<file path="src/verilog/ufm_map.svh">
// register offsets, field positions, reset values and trigger levels
`ifndef UFM_MAP_SVH
`define UFM_MAP_SVH
// ----------------------------------------
// register byte addresses
// ----------------------------------------
`define UFM_OFS_FIFO_SETUP 8'h00
`define UFM_OFS_LINE_FORMAT 8'h04
`define UFM_OFS_MODEM_OUT 8'h08
`define UFM_OFS_ENHANCED 8'h0c
`define UFM_OFS_STATUS 8'h10
// ----------------------------------------
// field positions
// ----------------------------------------
`define UFM_FS_ENABLE 0
`define UFM_FS_WAKE 3
`define UFM_LF_STOP 2
`define UFM_LF_PAR_EN 3
`define UFM_LF_PAR_EVEN 4
`define UFM_LF_PAR_FORCE 5
`define UFM_LF_BREAK 6
`define UFM_LF_DIVSEL 7
`define UFM_MC_DTR 0
`define UFM_MC_RTS 1
`define UFM_MC_RING 2
`define UFM_MC_INT_EN 3
`define UFM_MC_LOOP 4
`define UFM_MC_XON_ANY 5
`define UFM_MC_INFRARED 6
`define UFM_MC_PRESCALE 7
`define UFM_EF_ENHANCED 4
// ----------------------------------------
// reset values and counts
// ----------------------------------------
`define UFM_REG_RESET 8'h00
`define UFM_TRIG_RESET 6'h08
`define UFM_TX_TRIG_0 6'h10
`define UFM_TX_TRIG_1 6'h08
`define UFM_TX_TRIG_2 6'h18
`define UFM_TX_TRIG_3 6'h1e
`define UFM_RX_TRIG_0 6'h08
`define UFM_RX_TRIG_1 6'h10
`define UFM_RX_TRIG_2 6'h18
`define UFM_RX_TRIG_3 6'h1c
`define UFM_PRESCALE_DIV 4
`define UFM_FIFO_DEPTH 32
`define UFM_RESP_OKAY 2'h0
`define UFM_RESP_SLVERR 2'h2
`endif

</file>
<file path="src/verilog/ufm_pkg.sv">
// types shared by the serial configuration block
`default_nettype none
package ufm_pkg;
   typedef logic [5:0] ufm_level_t;
   typedef enum logic [1:0] {
      UFM_W_IDLE = 2'b01,
      UFM_W_RESP = 2'b10
   } ufm_wstate_t;
endpackage
`default_nettype wire

</file>
<file path="src/verilog/ufm_config.sv">
// serial line, fifo trigger and modem control register block
// Operation
// - wake-up interrupt enable works only with enhanced functions on
// - transmit event below level, or on empty if level never exceeded
// - transmit trigger codes give 16, 8, 24, 30; enhanced mode only
// - receive event when receive count crosses the trigger level
// - receive trigger codes give 8, 16, 24, 28
// - one shared trigger level; last selection written governs both sides
// - word length field gives 5, 6, 7 or 8 bits
// - stop bit: one, or 1.5 for 5 bits and 2 otherwise
// - parity enable adds transmit parity and receive checking
// - unforced parity is odd when bit 4 clear, even when set
// - forced parity is 1 when bit 4 clear, 0 when set
// - break holds transmit output low until software clears it
// - bit 7 selects divisor latch registers
// - terminal-ready pin is inverse of bit 0, held high in loopback
// - request-to-send pin is inverse of bit 1, held high in loopback; needed for auto flow
// - bit 2 supplies ring indicator during loopback
// - bit 3 enables interrupt output; drives second user output in loopback
// - bit 4 enables local loopback; clear after reset
// - xon-any resumes transmit on any character, enhanced mode only; flow characters not stored while software flow control is active
// - infrared mode routes serial lines through infrared path, idles low; enhanced mode only
// - bit 7 divides baud clock by four, enhanced mode only
// - fifo setup writes without enable bit leave other fields unchanged
//
// The implementer's own choices: the register addresses and the AXI4-Lite register port.
`default_nettype none
`include "ufm_map.svh"
module ufm_config #(
   parameter int FIFO_DEPTH = `UFM_FIFO_DEPTH
) (
   // clock and reset
   input wire logic clock,
   input wire logic rst,
   // axi4-lite write
   input wire logic [7:0] awaddr,
   input wire logic awvalid,
   output logic awready,
   input wire logic [31:0] wdata,
   input wire logic [3:0] wstrb,
   input wire logic wvalid,
   output logic wready,
   output logic [1:0] bresp,
   output logic bvalid,
   input wire logic bready,
   // axi4-lite read
   input wire logic [7:0] araddr,
   input wire logic arvalid,
   output logic arready,
   output logic [31:0] rdata,
   output logic [1:0] rresp,
   output logic rvalid,
   input wire logic rready,
   // transmitter and receiver core
   input wire logic txBitIn,
   input wire logic [7:0] txWord,
   input wire logic [7:0] rxWord,
   input wire logic rxParityIn,
   input wire logic rxCharStrobe,
   input wire logic rxIsFlowChar,
   input wire logic swFlowActive,
   input wire logic extIrqIn,
   input wire ufm_pkg::ufm_level_t txCount,
   input wire ufm_pkg::ufm_level_t rxCount,
   output logic rxToCore,
   output logic [3:0] wordBits,
   output logic [2:0] stopHalves,
   output logic parityEnable,
   output logic txParityBit,
   output logic rxParityErr,
   output logic divisorSelect,
   output logic autoRtsReady,
   output logic xonAnyEnable,
   output logic resumeTx,
   output logic storeChar,
   output logic wakeIrqEnable,
   output logic baudTick,
   output logic txIrq,
   output logic rxIrq,
   // serial and modem pins
   input wire logic rxPinIn,
   input wire logic irRxIn,
   input wire logic ctsN,
   input wire logic dsrN,
   input wire logic ring_indicator_n,
   input wire logic cdN,
   output logic serialTxOut,
   output logic irTxOut,
   output logic dtrN,
   output logic rtsN,
   output logic intOut,
   output logic intOe,
   output logic [3:0] modemStatus
);
   import ufm_pkg::*;
   generate
      if (FIFO_DEPTH != `UFM_FIFO_DEPTH) begin : g_bad
         $error("trigger table is fixed for this fifo depth");
      end
   endgenerate
   // ----------------------------------------
   // decoders
   // ----------------------------------------
   function automatic logic isMapped(input logic [7:0] a);
      isMapped = (a == `UFM_OFS_FIFO_SETUP) || (a == `UFM_OFS_LINE_FORMAT) ||
         (a == `UFM_OFS_MODEM_OUT) || (a == `UFM_OFS_ENHANCED) ||
         (a == `UFM_OFS_STATUS);
   endfunction
   function automatic ufm_level_t txTable(input logic [1:0] c);
      case (c)
         2'h0: txTable = `UFM_TX_TRIG_0;
         2'h1: txTable = `UFM_TX_TRIG_1;
         2'h2: txTable = `UFM_TX_TRIG_2;
         default: txTable = `UFM_TX_TRIG_3;
      endcase
   endfunction
   function automatic ufm_level_t rxTable(input logic [1:0] c);
      case (c)
         2'h0: rxTable = `UFM_RX_TRIG_0;
         2'h1: rxTable = `UFM_RX_TRIG_1;
         2'h2: rxTable = `UFM_RX_TRIG_2;
         default: rxTable = `UFM_RX_TRIG_3;
      endcase
   endfunction
   // parity bit for a character under the given line format
   function automatic logic parityOf(input logic [7:0] d, input logic [7:0] lf);
      logic [7:0] m;
      m = d & (8'hff >> (2'h3 - lf[1:0]));
      if (lf[`UFM_LF_PAR_FORCE]) begin
         parityOf = !lf[`UFM_LF_PAR_EVEN];
      end else begin
         parityOf = lf[`UFM_LF_PAR_EVEN] ? ^m : !(^m);
      end
   endfunction
   // ----------------------------------------
   // bus slave
   // ----------------------------------------
   ufm_wstate_t wState_q, wState_d;
   logic awHeld_q, awHeld_d, wHeld_q, wHeld_d;
   logic [7:0] wAddr_q, wAddr_d;
   logic [31:0] wData_q, wData_d;
   logic [3:0] wStrb_q, wStrb_d;
   logic awready_d, wready_d, bvalid_d, arready_d, rvalid_d;
   logic [1:0] bresp_d, rresp_d;
   logic [31:0] rdata_d;
   logic wrDo;
   logic [7:0] fifoSetup_q, lineFmt_q, modemCtl_q, enhanced_q;
   ufm_level_t trig_q;
   logic fifoEn_q;
   always_comb begin
      wState_d = wState_q;
      awHeld_d = awHeld_q;
      wHeld_d = wHeld_q;
      wAddr_d = wAddr_q;
      wData_d = wData_q;
      wStrb_d = wStrb_q;
      bvalid_d = bvalid;
      bresp_d = bresp;
      rvalid_d = rvalid;
      rresp_d = rresp;
      rdata_d = rdata;
      wrDo = 1'b0;
      if (awready && awvalid) begin
         awHeld_d = 1'b1;
         wAddr_d = awaddr;
      end
      if (wready && wvalid) begin
         wHeld_d = 1'b1;
         wData_d = wdata;
         wStrb_d = wstrb;
      end
      case (wState_q)
         UFM_W_IDLE: begin
            if (awHeld_q && wHeld_q) begin
               wrDo = 1'b1;
               awHeld_d = 1'b0;
               wHeld_d = 1'b0;
               bvalid_d = 1'b1;
               bresp_d = isMapped(wAddr_q) ? `UFM_RESP_OKAY : `UFM_RESP_SLVERR;
               wState_d = UFM_W_RESP;
            end
         end
         UFM_W_RESP: begin
            if (bready) begin
               bvalid_d = 1'b0;
               wState_d = UFM_W_IDLE;
            end
         end
         default: wState_d = UFM_W_IDLE;
      endcase
      awready_d = !awHeld_d;
      wready_d = !wHeld_d;
      if (rvalid && rready) begin
         rvalid_d = 1'b0;
      end
      if (arready && arvalid) begin
         rvalid_d = 1'b1;
         rresp_d = isMapped(araddr) ? `UFM_RESP_OKAY : `UFM_RESP_SLVERR;
         case (araddr)
            `UFM_OFS_LINE_FORMAT: rdata_d = {24'h0, lineFmt_q};
            `UFM_OFS_MODEM_OUT: rdata_d = {24'h0, modemCtl_q};
            `UFM_OFS_ENHANCED: rdata_d = {24'h0, enhanced_q};
            `UFM_OFS_STATUS: rdata_d = {23'h0, fifoEn_q, rxIrq, txIrq, trig_q};
            default: rdata_d = 32'h0; // fifo setup is write-only
         endcase
      end
      arready_d = !rvalid_d;
   end
   always_ff @(posedge clock) begin
      if (rst) begin
         wState_q <= UFM_W_IDLE;
         awHeld_q <= 1'b0;
         wHeld_q <= 1'b0;
         wAddr_q <= 8'h00;
         wData_q <= 32'h0;
         wStrb_q <= 4'h0;
         awready <= 1'b0;
         wready <= 1'b0;
         bvalid <= 1'b0;
         bresp <= `UFM_RESP_OKAY;
         arready <= 1'b0;
         rvalid <= 1'b0;
         rresp <= `UFM_RESP_OKAY;
         rdata <= 32'h0;
      end else begin
         wState_q <= wState_d;
         awHeld_q <= awHeld_d;
         wHeld_q <= wHeld_d;
         wAddr_q <= wAddr_d;
         wData_q <= wData_d;
         wStrb_q <= wStrb_d;
         awready <= awready_d;
         wready <= wready_d;
         bvalid <= bvalid_d;
         bresp <= bresp_d;
         arready <= arready_d;
         rvalid <= rvalid_d;
         rresp <= rresp_d;
         rdata <= rdata_d;
      end
   end
   // ----------------------------------------
   // registers and line control
   // ----------------------------------------
   logic [7:0] fifoSetup_d, lineFmt_d, modemCtl_d, enhanced_d;
   ufm_level_t trig_d;
   logic fifoEn_d, enh, loop, irMode, wrLow;
   logic rxToCore_d, serialTx_d, irTx_d, dtrN_d, rtsN_d, intOut_d, intOe_d;
   logic [3:0] modem_d, wordBits_d;
   logic [2:0] stop_d;
   logic txPar_d, rxErr_d, resume_d, store_d;
   always_comb begin
      fifoSetup_d = fifoSetup_q;
      lineFmt_d = lineFmt_q;
      modemCtl_d = modemCtl_q;
      enhanced_d = enhanced_q;
      trig_d = trig_q;
      fifoEn_d = fifoEn_q;
      enh = enhanced_q[`UFM_EF_ENHANCED];
      loop = modemCtl_q[`UFM_MC_LOOP];
      irMode = modemCtl_q[`UFM_MC_INFRARED] && enh;
      wrLow = wrDo && wStrb_q[0];
      if (wrLow) begin
         case (wAddr_q)
            `UFM_OFS_FIFO_SETUP: begin
               fifoEn_d = wData_q[`UFM_FS_ENABLE];
               if (wData_q[`UFM_FS_ENABLE]) begin
                  fifoSetup_d = wData_q[7:0];
                  // both fields arrive together; the transmit code wins in enhanced mode
                  trig_d = enh ? txTable(wData_q[5:4]) : rxTable(wData_q[7:6]);
               end
            end
            `UFM_OFS_LINE_FORMAT: lineFmt_d = wData_q[7:0];
            `UFM_OFS_MODEM_OUT: modemCtl_d = wData_q[7:0];
            `UFM_OFS_ENHANCED: enhanced_d = wData_q[7:0];
            default: ;
         endcase
      end
      if (lineFmt_q[`UFM_LF_BREAK]) begin
         serialTx_d = 1'b0;
      end else begin
         serialTx_d = (loop || irMode) ? 1'b1 : txBitIn;
      end
      // infrared line idles low, a space shows as a pulse
      irTx_d = irMode && !loop && (lineFmt_q[`UFM_LF_BREAK] || !txBitIn);
      if (loop) begin
         rxToCore_d = txBitIn && !lineFmt_q[`UFM_LF_BREAK];
         // cd follows the second user output
         modem_d = {modemCtl_q[`UFM_MC_INT_EN], modemCtl_q[`UFM_MC_RING],
            modemCtl_q[`UFM_MC_DTR], modemCtl_q[`UFM_MC_RTS]};
      end else begin
         rxToCore_d = irMode ? !irRxIn : rxPinIn;
         modem_d = ~{cdN, ring_indicator_n, dsrN, ctsN};
      end
      dtrN_d = loop || !modemCtl_q[`UFM_MC_DTR];
      rtsN_d = loop || !modemCtl_q[`UFM_MC_RTS];
      intOe_d = modemCtl_q[`UFM_MC_INT_EN];
      intOut_d = txIrq || rxIrq || extIrqIn;
      wordBits_d = {2'h0, lineFmt_q[1:0]} + 4'h5;
      if (!lineFmt_q[`UFM_LF_STOP]) begin
         stop_d = 3'h2;
      end else begin
         stop_d = (lineFmt_q[1:0] == 2'h0) ? 3'h3 : 3'h4;
      end
      txPar_d = parityOf(txWord, lineFmt_q);
      rxErr_d = rxParityErr;
      if (rxCharStrobe) begin
         rxErr_d = lineFmt_q[`UFM_LF_PAR_EN] && (rxParityIn != parityOf(rxWord, lineFmt_q));
      end
      resume_d = rxCharStrobe && modemCtl_q[`UFM_MC_XON_ANY] && enh;
      store_d = rxCharStrobe && !(rxIsFlowChar && swFlowActive);
   end
   always_ff @(posedge clock) begin
      if (rst) begin
         fifoSetup_q <= `UFM_REG_RESET;
         lineFmt_q <= `UFM_REG_RESET;
         modemCtl_q <= `UFM_REG_RESET;
         enhanced_q <= `UFM_REG_RESET;
         trig_q <= `UFM_TRIG_RESET;
         fifoEn_q <= 1'b0;
         serialTxOut <= 1'b1;
         irTxOut <= 1'b0;
         rxToCore <= 1'b1;
         modemStatus <= 4'h0;
         dtrN <= 1'b1;
         rtsN <= 1'b1;
         intOe <= 1'b0;
         intOut <= 1'b0;
         wordBits <= 4'h5;
         stopHalves <= 3'h2;
         parityEnable <= 1'b0;
         txParityBit <= 1'b0;
         rxParityErr <= 1'b0;
         divisorSelect <= 1'b0;
         autoRtsReady <= 1'b0;
         xonAnyEnable <= 1'b0;
         resumeTx <= 1'b0;
         storeChar <= 1'b0;
         wakeIrqEnable <= 1'b0;
      end else begin
         fifoSetup_q <= fifoSetup_d;
         lineFmt_q <= lineFmt_d;
         modemCtl_q <= modemCtl_d;
         enhanced_q <= enhanced_d;
         trig_q <= trig_d;
         fifoEn_q <= fifoEn_d;
         serialTxOut <= serialTx_d;
         irTxOut <= irTx_d;
         rxToCore <= rxToCore_d;
         modemStatus <= modem_d;
         dtrN <= dtrN_d;
         rtsN <= rtsN_d;
         intOe <= intOe_d;
         intOut <= intOut_d;
         wordBits <= wordBits_d;
         stopHalves <= stop_d;
         parityEnable <= lineFmt_q[`UFM_LF_PAR_EN];
         txParityBit <= txPar_d;
         rxParityErr <= rxErr_d;
         divisorSelect <= lineFmt_q[`UFM_LF_DIVSEL];
         autoRtsReady <= modemCtl_q[`UFM_MC_RTS];
         xonAnyEnable <= modemCtl_q[`UFM_MC_XON_ANY] && enh;
         resumeTx <= resume_d;
         storeChar <= store_d;
         wakeIrqEnable <= fifoSetup_q[`UFM_FS_WAKE] && enh;
      end
   end
   // ----------------------------------------
   // submodules
   // ----------------------------------------
   ufm_prescaler #(.DIV(`UFM_PRESCALE_DIV)) u_prescale (
      .clock(clock),
      .rst(rst),
      .divEnable(modemCtl_q[`UFM_MC_PRESCALE] && enh),
      .baudTick(baudTick)
   );
   ufm_fifo_trigger #(.DEPTH(FIFO_DEPTH)) u_trigger (
      .clock(clock),
      .rst(rst),
      .trigLevel(trig_q),
      .txCount(txCount),
      .rxCount(rxCount),
      .txIrq(txIrq),
      .rxIrq(rxIrq)
   );
   // ----------------------------------------
   // checks
   // ----------------------------------------
   wake_gate_a: assert property (@(posedge clock) disable iff (rst)
      wakeIrqEnable |-> $past(enhanced_q[`UFM_EF_ENHANCED]))
      else $error("wake enable without enhanced mode");
   rx_table_a: assert property (@(posedge clock) disable iff (rst)
      (wrLow && wAddr_q == `UFM_OFS_FIFO_SETUP && wData_q[0] && !enh)
      |=> ##1 (u_trigger.trigLevel == rxTable($past(wData_q[7:6], 2))))
      else $error("receive trigger level wrong");
   ignore_setup_a: assert property (@(posedge clock) disable iff (rst)
      (wrLow && wAddr_q == `UFM_OFS_FIFO_SETUP && !wData_q[0])
      |=> $stable(trig_q) && $stable(fifoSetup_q))
      else $error("fifo setup changed without enable bit");
   break_low_a: assert property (@(posedge clock) disable iff (rst)
      lineFmt_q[`UFM_LF_BREAK] |=> !serialTxOut)
      else $error("break did not hold line low");
   dtr_pin_a: assert property (@(posedge clock) disable iff (rst)
      !loop |=> (dtrN == !$past(modemCtl_q[`UFM_MC_DTR])))
      else $error("terminal-ready pin wrong");
   int_enable_a: assert property (@(posedge clock) disable iff (rst)
      $rose(modemCtl_q[`UFM_MC_INT_EN]) |=> intOe)
      else $error("interrupt output not enabled");
   loop_rx_a: assert property (@(posedge clock) disable iff (rst)
      (loop && !lineFmt_q[`UFM_LF_BREAK]) |=> (rxToCore == $past(txBitIn)))
      else $error("loopback did not return transmit data");
   xon_any_a: assert property (@(posedge clock) disable iff (rst)
      (rxCharStrobe && xonAnyEnable && modemCtl_q[`UFM_MC_XON_ANY]) |=> resumeTx)
      else $error("xon-any did not resume transmit");
endmodule
`default_nettype wire

</file>
<file path="src/verilog/ufm_fifo_trigger.sv">
// transmit and receive fifo trigger events on one shared level
`default_nettype none
`include "ufm_map.svh"
module ufm_fifo_trigger #(
   parameter int DEPTH = `UFM_FIFO_DEPTH
) (
   // clock and reset
   input wire logic clock,
   input wire logic rst,
   // levels
   input wire ufm_pkg::ufm_level_t trigLevel,
   input wire ufm_pkg::ufm_level_t txCount,
   input wire ufm_pkg::ufm_level_t rxCount,
   // events
   output logic txIrq,
   output logic rxIrq
);
   import ufm_pkg::*;
   generate
      if (DEPTH < 30 || DEPTH > 63) begin : g_bad
         $error("fifo depth cannot hold the trigger table");
      end
   endgenerate
   logic filled_q;
   logic filled_d;
   logic txIrq_d;
   logic rxIrq_d;
   always_comb begin
      filled_d = filled_q;
      // remembers whether the last reload went above the level
      if (txCount > trigLevel) begin
         filled_d = 1'b1;
      end else if (txCount == 6'h00) begin
         filled_d = 1'b0;
      end
      txIrq_d = filled_q ? (txCount < trigLevel) : (txCount == 6'h00);
      rxIrq_d = (rxCount >= trigLevel);
   end
   always_ff @(posedge clock) begin
      if (rst) begin
         filled_q <= 1'b0;
         txIrq <= 1'b0;
         rxIrq <= 1'b0;
      end else begin
         filled_q <= filled_d;
         txIrq <= txIrq_d;
         rxIrq <= rxIrq_d;
      end
   end
   rx_cross_a: assert property (@(posedge clock) disable iff (rst)
      (rxCount >= trigLevel) |=> rxIrq)
      else $error("receive trigger missed");
   tx_empty_a: assert property (@(posedge clock) disable iff (rst)
      (txCount == 6'h00) |=> txIrq)
      else $error("empty transmit fifo gave no event");
endmodule
`default_nettype wire

</file>
<file path="src/verilog/ufm_prescaler.sv">
// baud clock enable: every cycle, or one cycle in four
`default_nettype none
`include "ufm_map.svh"
module ufm_prescaler #(
   parameter int DIV = `UFM_PRESCALE_DIV
) (
   // clock and reset
   input wire logic clock,
   input wire logic rst,
   // control
   input wire logic divEnable,
   // enable out
   output logic baudTick
);
   import ufm_pkg::*;
   generate
      if (DIV < 2 || DIV > 16) begin : g_bad
         $error("prescaler divide out of range");
      end
   endgenerate
   logic [3:0] cnt_q;
   logic [3:0] cnt_d;
   logic tick_d;
   always_comb begin
      cnt_d = 4'h0;
      tick_d = 1'b1;
      if (divEnable) begin
         tick_d = (cnt_q == 4'(DIV - 1));
         cnt_d = tick_d ? 4'h0 : cnt_q + 4'h1;
      end
   end
   always_ff @(posedge clock) begin
      if (rst) begin
         cnt_q <= 4'h0;
         baudTick <= 1'b0;
      end else begin
         cnt_q <= cnt_d;
         baudTick <= tick_d;
      end
   end
   // switching the divider off restarts the tick, so only a steady divider is judged
   div_four_a: assert property (@(posedge clock) disable iff (rst)
      (divEnable && baudTick) ##1 divEnable [*2]
      |=> !baudTick && !$past(baudTick) && !$past(baudTick, 2))
      else $error("prescaled tick came early");
endmodule
`default_nettype wire
</file>
<file path="config.mk">
export PLATFORM = sky130hd
export DESIGN_NAME = ufm_config
export DESIGN_NICKNAME = d
export VERILOG_FILES = /design/src/verilog/ufm_pkg.sv /design/src/verilog/ufm_config.sv /design/src/verilog/ufm_fifo_trigger.sv /design/src/verilog/ufm_prescaler.sv
export VERILOG_INCLUDE_DIRS = /design/src /design/src/verilog
export SDC_FILE = /design/constraint.sdc
export NUM_CORES = 1
export LEC_CHECK = 0
export ABC_AREA = 1
export BUFFER_PORTS_ARGS = -buffer_cell sky130_fd_sc_hd__buf_2
export CAP_MARGIN = 20
export CORE_UTILIZATION = 40
export DETAILED_ROUTE_END_ITERATION = 8
export MAX_ROUTING_LAYER = met4
export PLACE_DENSITY = 0.68
export SLEW_MARGIN = 30
export SYNTH_ARGS = -nofsm -noshare
export SYNTH_HDL_FRONTEND = slang
export SYNTH_SLANG_ARGS = --single-unit
</file>
<file path="constraint.sdc">
create_clock -name clock -period 1.9 [get_ports clock]
set_input_delay 0.38 -clock clock [delete_from_list [all_inputs] [get_ports clock]]
set_output_delay 0.38 -clock clock [all_outputs]
set_load 0.1 [all_outputs]
</file>
==> reports/metrics.yaml <==
outcome:
  result_of_the_run: "complete, no violations"
routing:
  routedWlPerCell_um: 12.27
  dr.pass1.iters: 4
  postRouteAntennaNets: 0
  initialDrtViolationCount: 146
  vias_per_cell: 4.824
  vias: 3985
  postRouteWirelength_mm: 10.14
  route.detailed.drc: 0
yosys:
  postSynth.topFlopCell: "dfxtp_1"
  yosys.cell_types.count: 39
  synth-edff-count: 0
  synth_compound_area_share_pct: 19.24
  synth-warning-count: 0
  synth.cell_area_mm2: 0.004409
  synth_seq_area_share_pct: 46.31
  ys_async_sr_fraction_pct: 0
  yosys.area_share.xor_xnor_pct: 1.788
  mux_cell_area_share_after_synthesis_pct: 0
  largest_family_of_logic_cells_by_synthesized_area: "compound AO/OA/AOI/OAI gates"
  ys_seq_elements: 102
  synth_simple_gate_area_share_pct: 15.95
  synthCells: 569
  adder_and_majority_gate_portion_of_the_synthesized_area_pct: 3.121
  synthesis.area_per_instance_um2: 7.749
timing:
  worst_pin_slew_ns: 0.5455
  slew_headroom_pct: 63.55
  max_freq_ghz: 0.5976
  fin_tns_setup_ns: 0
  setup_viol: 0
  finalMaxSlewViolations: 0
  min_period_ns: 1.673
  rsz0062_at_grt: "no"
  finalHoldViolCount: 0
  skew_ns: 0.009633
  final.period_utilization_pct: 88.07
worst_setup_path:
  cp-start-kind: "flip-flop"
  criticalPathCategory: "reg -> reg"
  timing.critical_path.buf_inv: 2
  critical_path_arrival_ns: 1.94
  regToRegSetupSlack_ns: 0.23
  crit_path_cell_count: 11
  cp-end-kind: "flip-flop"
  slowest_stage: "dfxtp_1"
  worst_path_largest_cell_delay_ns: 0.34
  cp_most_frequent_cell: "nand2_1"
  timing.critical_path.fanout_max: 4
  cp_top_family: "XOR/XNOR gates"
  worstPathRequired_ns: 2.16
  ff_to_ff_path_depth: 11
  timing.critical_path.cells: "inv_1 -> ha_1 -> inv_1 -> nand2_1 -> xnor2_1 -> xnor2_1 -> nand2_1 -> nand3_1 -> nand2_1 -> nand2_1 -> nor2_1"
global_routing:
  grt_usage_pct: 18.94
  pin_count_of_the_biggest_net_entering_global_routing: 59
  grt_pass1_vias: 3762
  grt_pass1_wl_mm: 16.64
  global_route.overflow_total: 0
  antenna_violations_before_repair: 0
die:
  ioPinCount: 170
  floorplan.die_area_mm2: 0.01145
  starting_density_pct: 41.96
  die_h_um: 107.0
  core_area_mm2: 0.01051
  rows: 37
  die_x_um: 107.0
clocking:
  htree_num_levels: 3
  ctsHoldBuffers: 0
  tritoncts.num_buffers: 9
  clock_tree.buffer_depth: 2
  post-cts-setup-buffer-count: 0
  cts_root_buffer: "clkbuf_8"
  numClockSinks: 102
  post_cts_resized: 0
  tritoncts: "built"
  path_clk_slew_ns: 0.09
  clk-insertion-delay-late_ns: 0.36
layout:
  postLayoutCoreUtil_pct: 49.60
  drive_gt1_share_pct: 21.59
  finish.net_count: 796
  area_added_between_synthesis_and_finish_pct: 18.22
  n_antenna_cell: 0
  layout.filler_cells: 1044
power:
  powerDensity_mw_per_mm2: 799.6
  peakVddDrop_v: 0.0005504
  leakage_power_nw: 2.393
place:
  dp.final_hpwl_mm: 7.724
  port_buffers: 117
  globalplace.congestion: 0.8356
hold_path:
  hold-path-cell-count: 2
  type_of_the_worst_min_delay_path: "in -> reg"
run:
  drv_cap: 0
[cells in the mapped netlist (2+ instances only)]
master / number / area, um^2
nor3_1: 9 / 45.04
xor2_1: 3 / 26.28
inv_1: 87 / 326.6
a31oi_1: 2 / 12.51
a211oi_1: 2 / 15.01
nand2_1: 75 / 281.5
inv_2: 2 / 7.510
o21ai_0: 63 / 315.3
o21ai_2: 2 / 17.52
xnor2_1: 6 / 52.55
ha_1: 11 / 137.6
buf_2: 2 / 10.01
nor2_1: 42 / 157.7
dfxtp_1: 102 / 2042
o22ai_1: 10 / 62.56
a21oi_2: 2 / 17.52
a21oi_1: 68 / 340.3
clkbuf_1: 13 / 48.80
nand4_1: 9 / 56.30
buf_4: 25 / 187.7
nand3_1: 14 / 70.07
or2_2: 3 / 18.77
[metrics by stage]
stage | setup WS, ns | total power (W) | cell area, um^2 | cells | hold WS [ns]
global placement | 0.2274 | 0.003039 | 5056 | 811 | 0.4268
floorplan | 0.09422 | 0.002930 | 4501 | 593 | 0.3934
global route | 0.06333 | 0.004350 | 5213 | 826 | 0.1684
detailed placement | 0.1766 | 0.003054 | 5056 | 811 | 0.4351
finish | 0.2266 | 0.004168 | 5213 | 826 | 0.1828
CTS | 0.2310 | 0.004193 | 5213 | 826 | 0.1757
[routing by layer]
layer | track usage [%] | vias to the layer above | wire [um]
met3 | 4.681 | 14 | 518
li1 | - | 2048 | -
met5 | - | - | 0
met2 | 32.21 | 104 | 4976
met4 | 5.773 | 0 | 141
met1 | 22.02 | 1819 | 4499
[path summary, 6_finish.rpt]
check | startpoint | endpoint
max | lineFmt_q[0]$_SDFFE_PP0P_ | txParityBit$_SDFF_PP0_
min reg2reg | modemCtl_q[0]$_SDFFE_PP0P_ | dtrN$_SDFF_PP1_
max reg2reg | lineFmt_q[0]$_SDFFE_PP0P_ | txParityBit$_SDFF_PP0_
min | dsrN | modemStatus[1]$_SDFF_PP0_
[logic make-up after synthesis]
family,Yosys count
buf+inv,131
simple gates,158
xor+xnor,9
other cells,1
fa+ha+maj,11
compound gates,157
flops,102
[area by class of cell]
type	instances	area (um^2)	area share, %
Sequential cell	102	2043	39.20
Clock inverter	4	25.02	0.4801
Timing Repair Buffer	123	643.1	12.34
Tap cell	136	170.2	3.265
Clock buffer	11	131.4	2.520
Multi-Input combinational cell	360	1862	35.72
Inverter	90	337.8	6.481
[power by group]
| part | leakage, nW | total, W | internal, W | switching [W] |
|---|---|---|---|---|
| logic | 1.49 | 0.000770 | 0.000157 | 0.000614 |
| clock network | 0.0752 | 0.00117 | 0.000466 | 0.000699 |
| registers | 0.830 | 0.00223 | 0.00220 | 0.0000371 |
[cell usage in the layout (no fill, tap or decap), types with 2 or more instances in the layout]
| master | instances |
|---|---|
| clkinv_2 | 2 |
| inv_2 | 2 |
| o22ai_1 | 10 |
| o21ai_2 | 2 |
| nor3_1 | 9 |
| nand2_1 | 75 |
| nand3_1 | 14 |
| o21ai_0 | 63 |
| clkbuf_1 | 2 |
| conb_1 | 25 |
| clkinvlp_4 | 2 |
| or2_2 | 3 |
| buf_4 | 5 |
| a211oi_1 | 2 |
| inv_1 | 87 |
| a21oi_1 | 68 |
| dfxtp_1 | 101 |
| ha_1 | 11 |
| xnor2_1 | 6 |
| buf_2 | 117 |
| a21oi_2 | 2 |
| xor2_1 | 3 |
| nor2_1 | 42 |
| clkbuf_8 | 9 |
| nand4_1 | 9 |
| a31oi_1 | 2 |
[registers in the layout (all words and copies together), names as in the netlist, 2 cells and up]
register,count
wAddr_q,8
rdata,9
enhanced_q,8
modemStatus,4
wData_q,8
modemCtl_q,8
u_prescale.cnt_q,4
wState_q,2
lineFmt_q,8
stopHalves,3
wordBits,4
trig_q,4
Power figures use the tool's default switching activity.
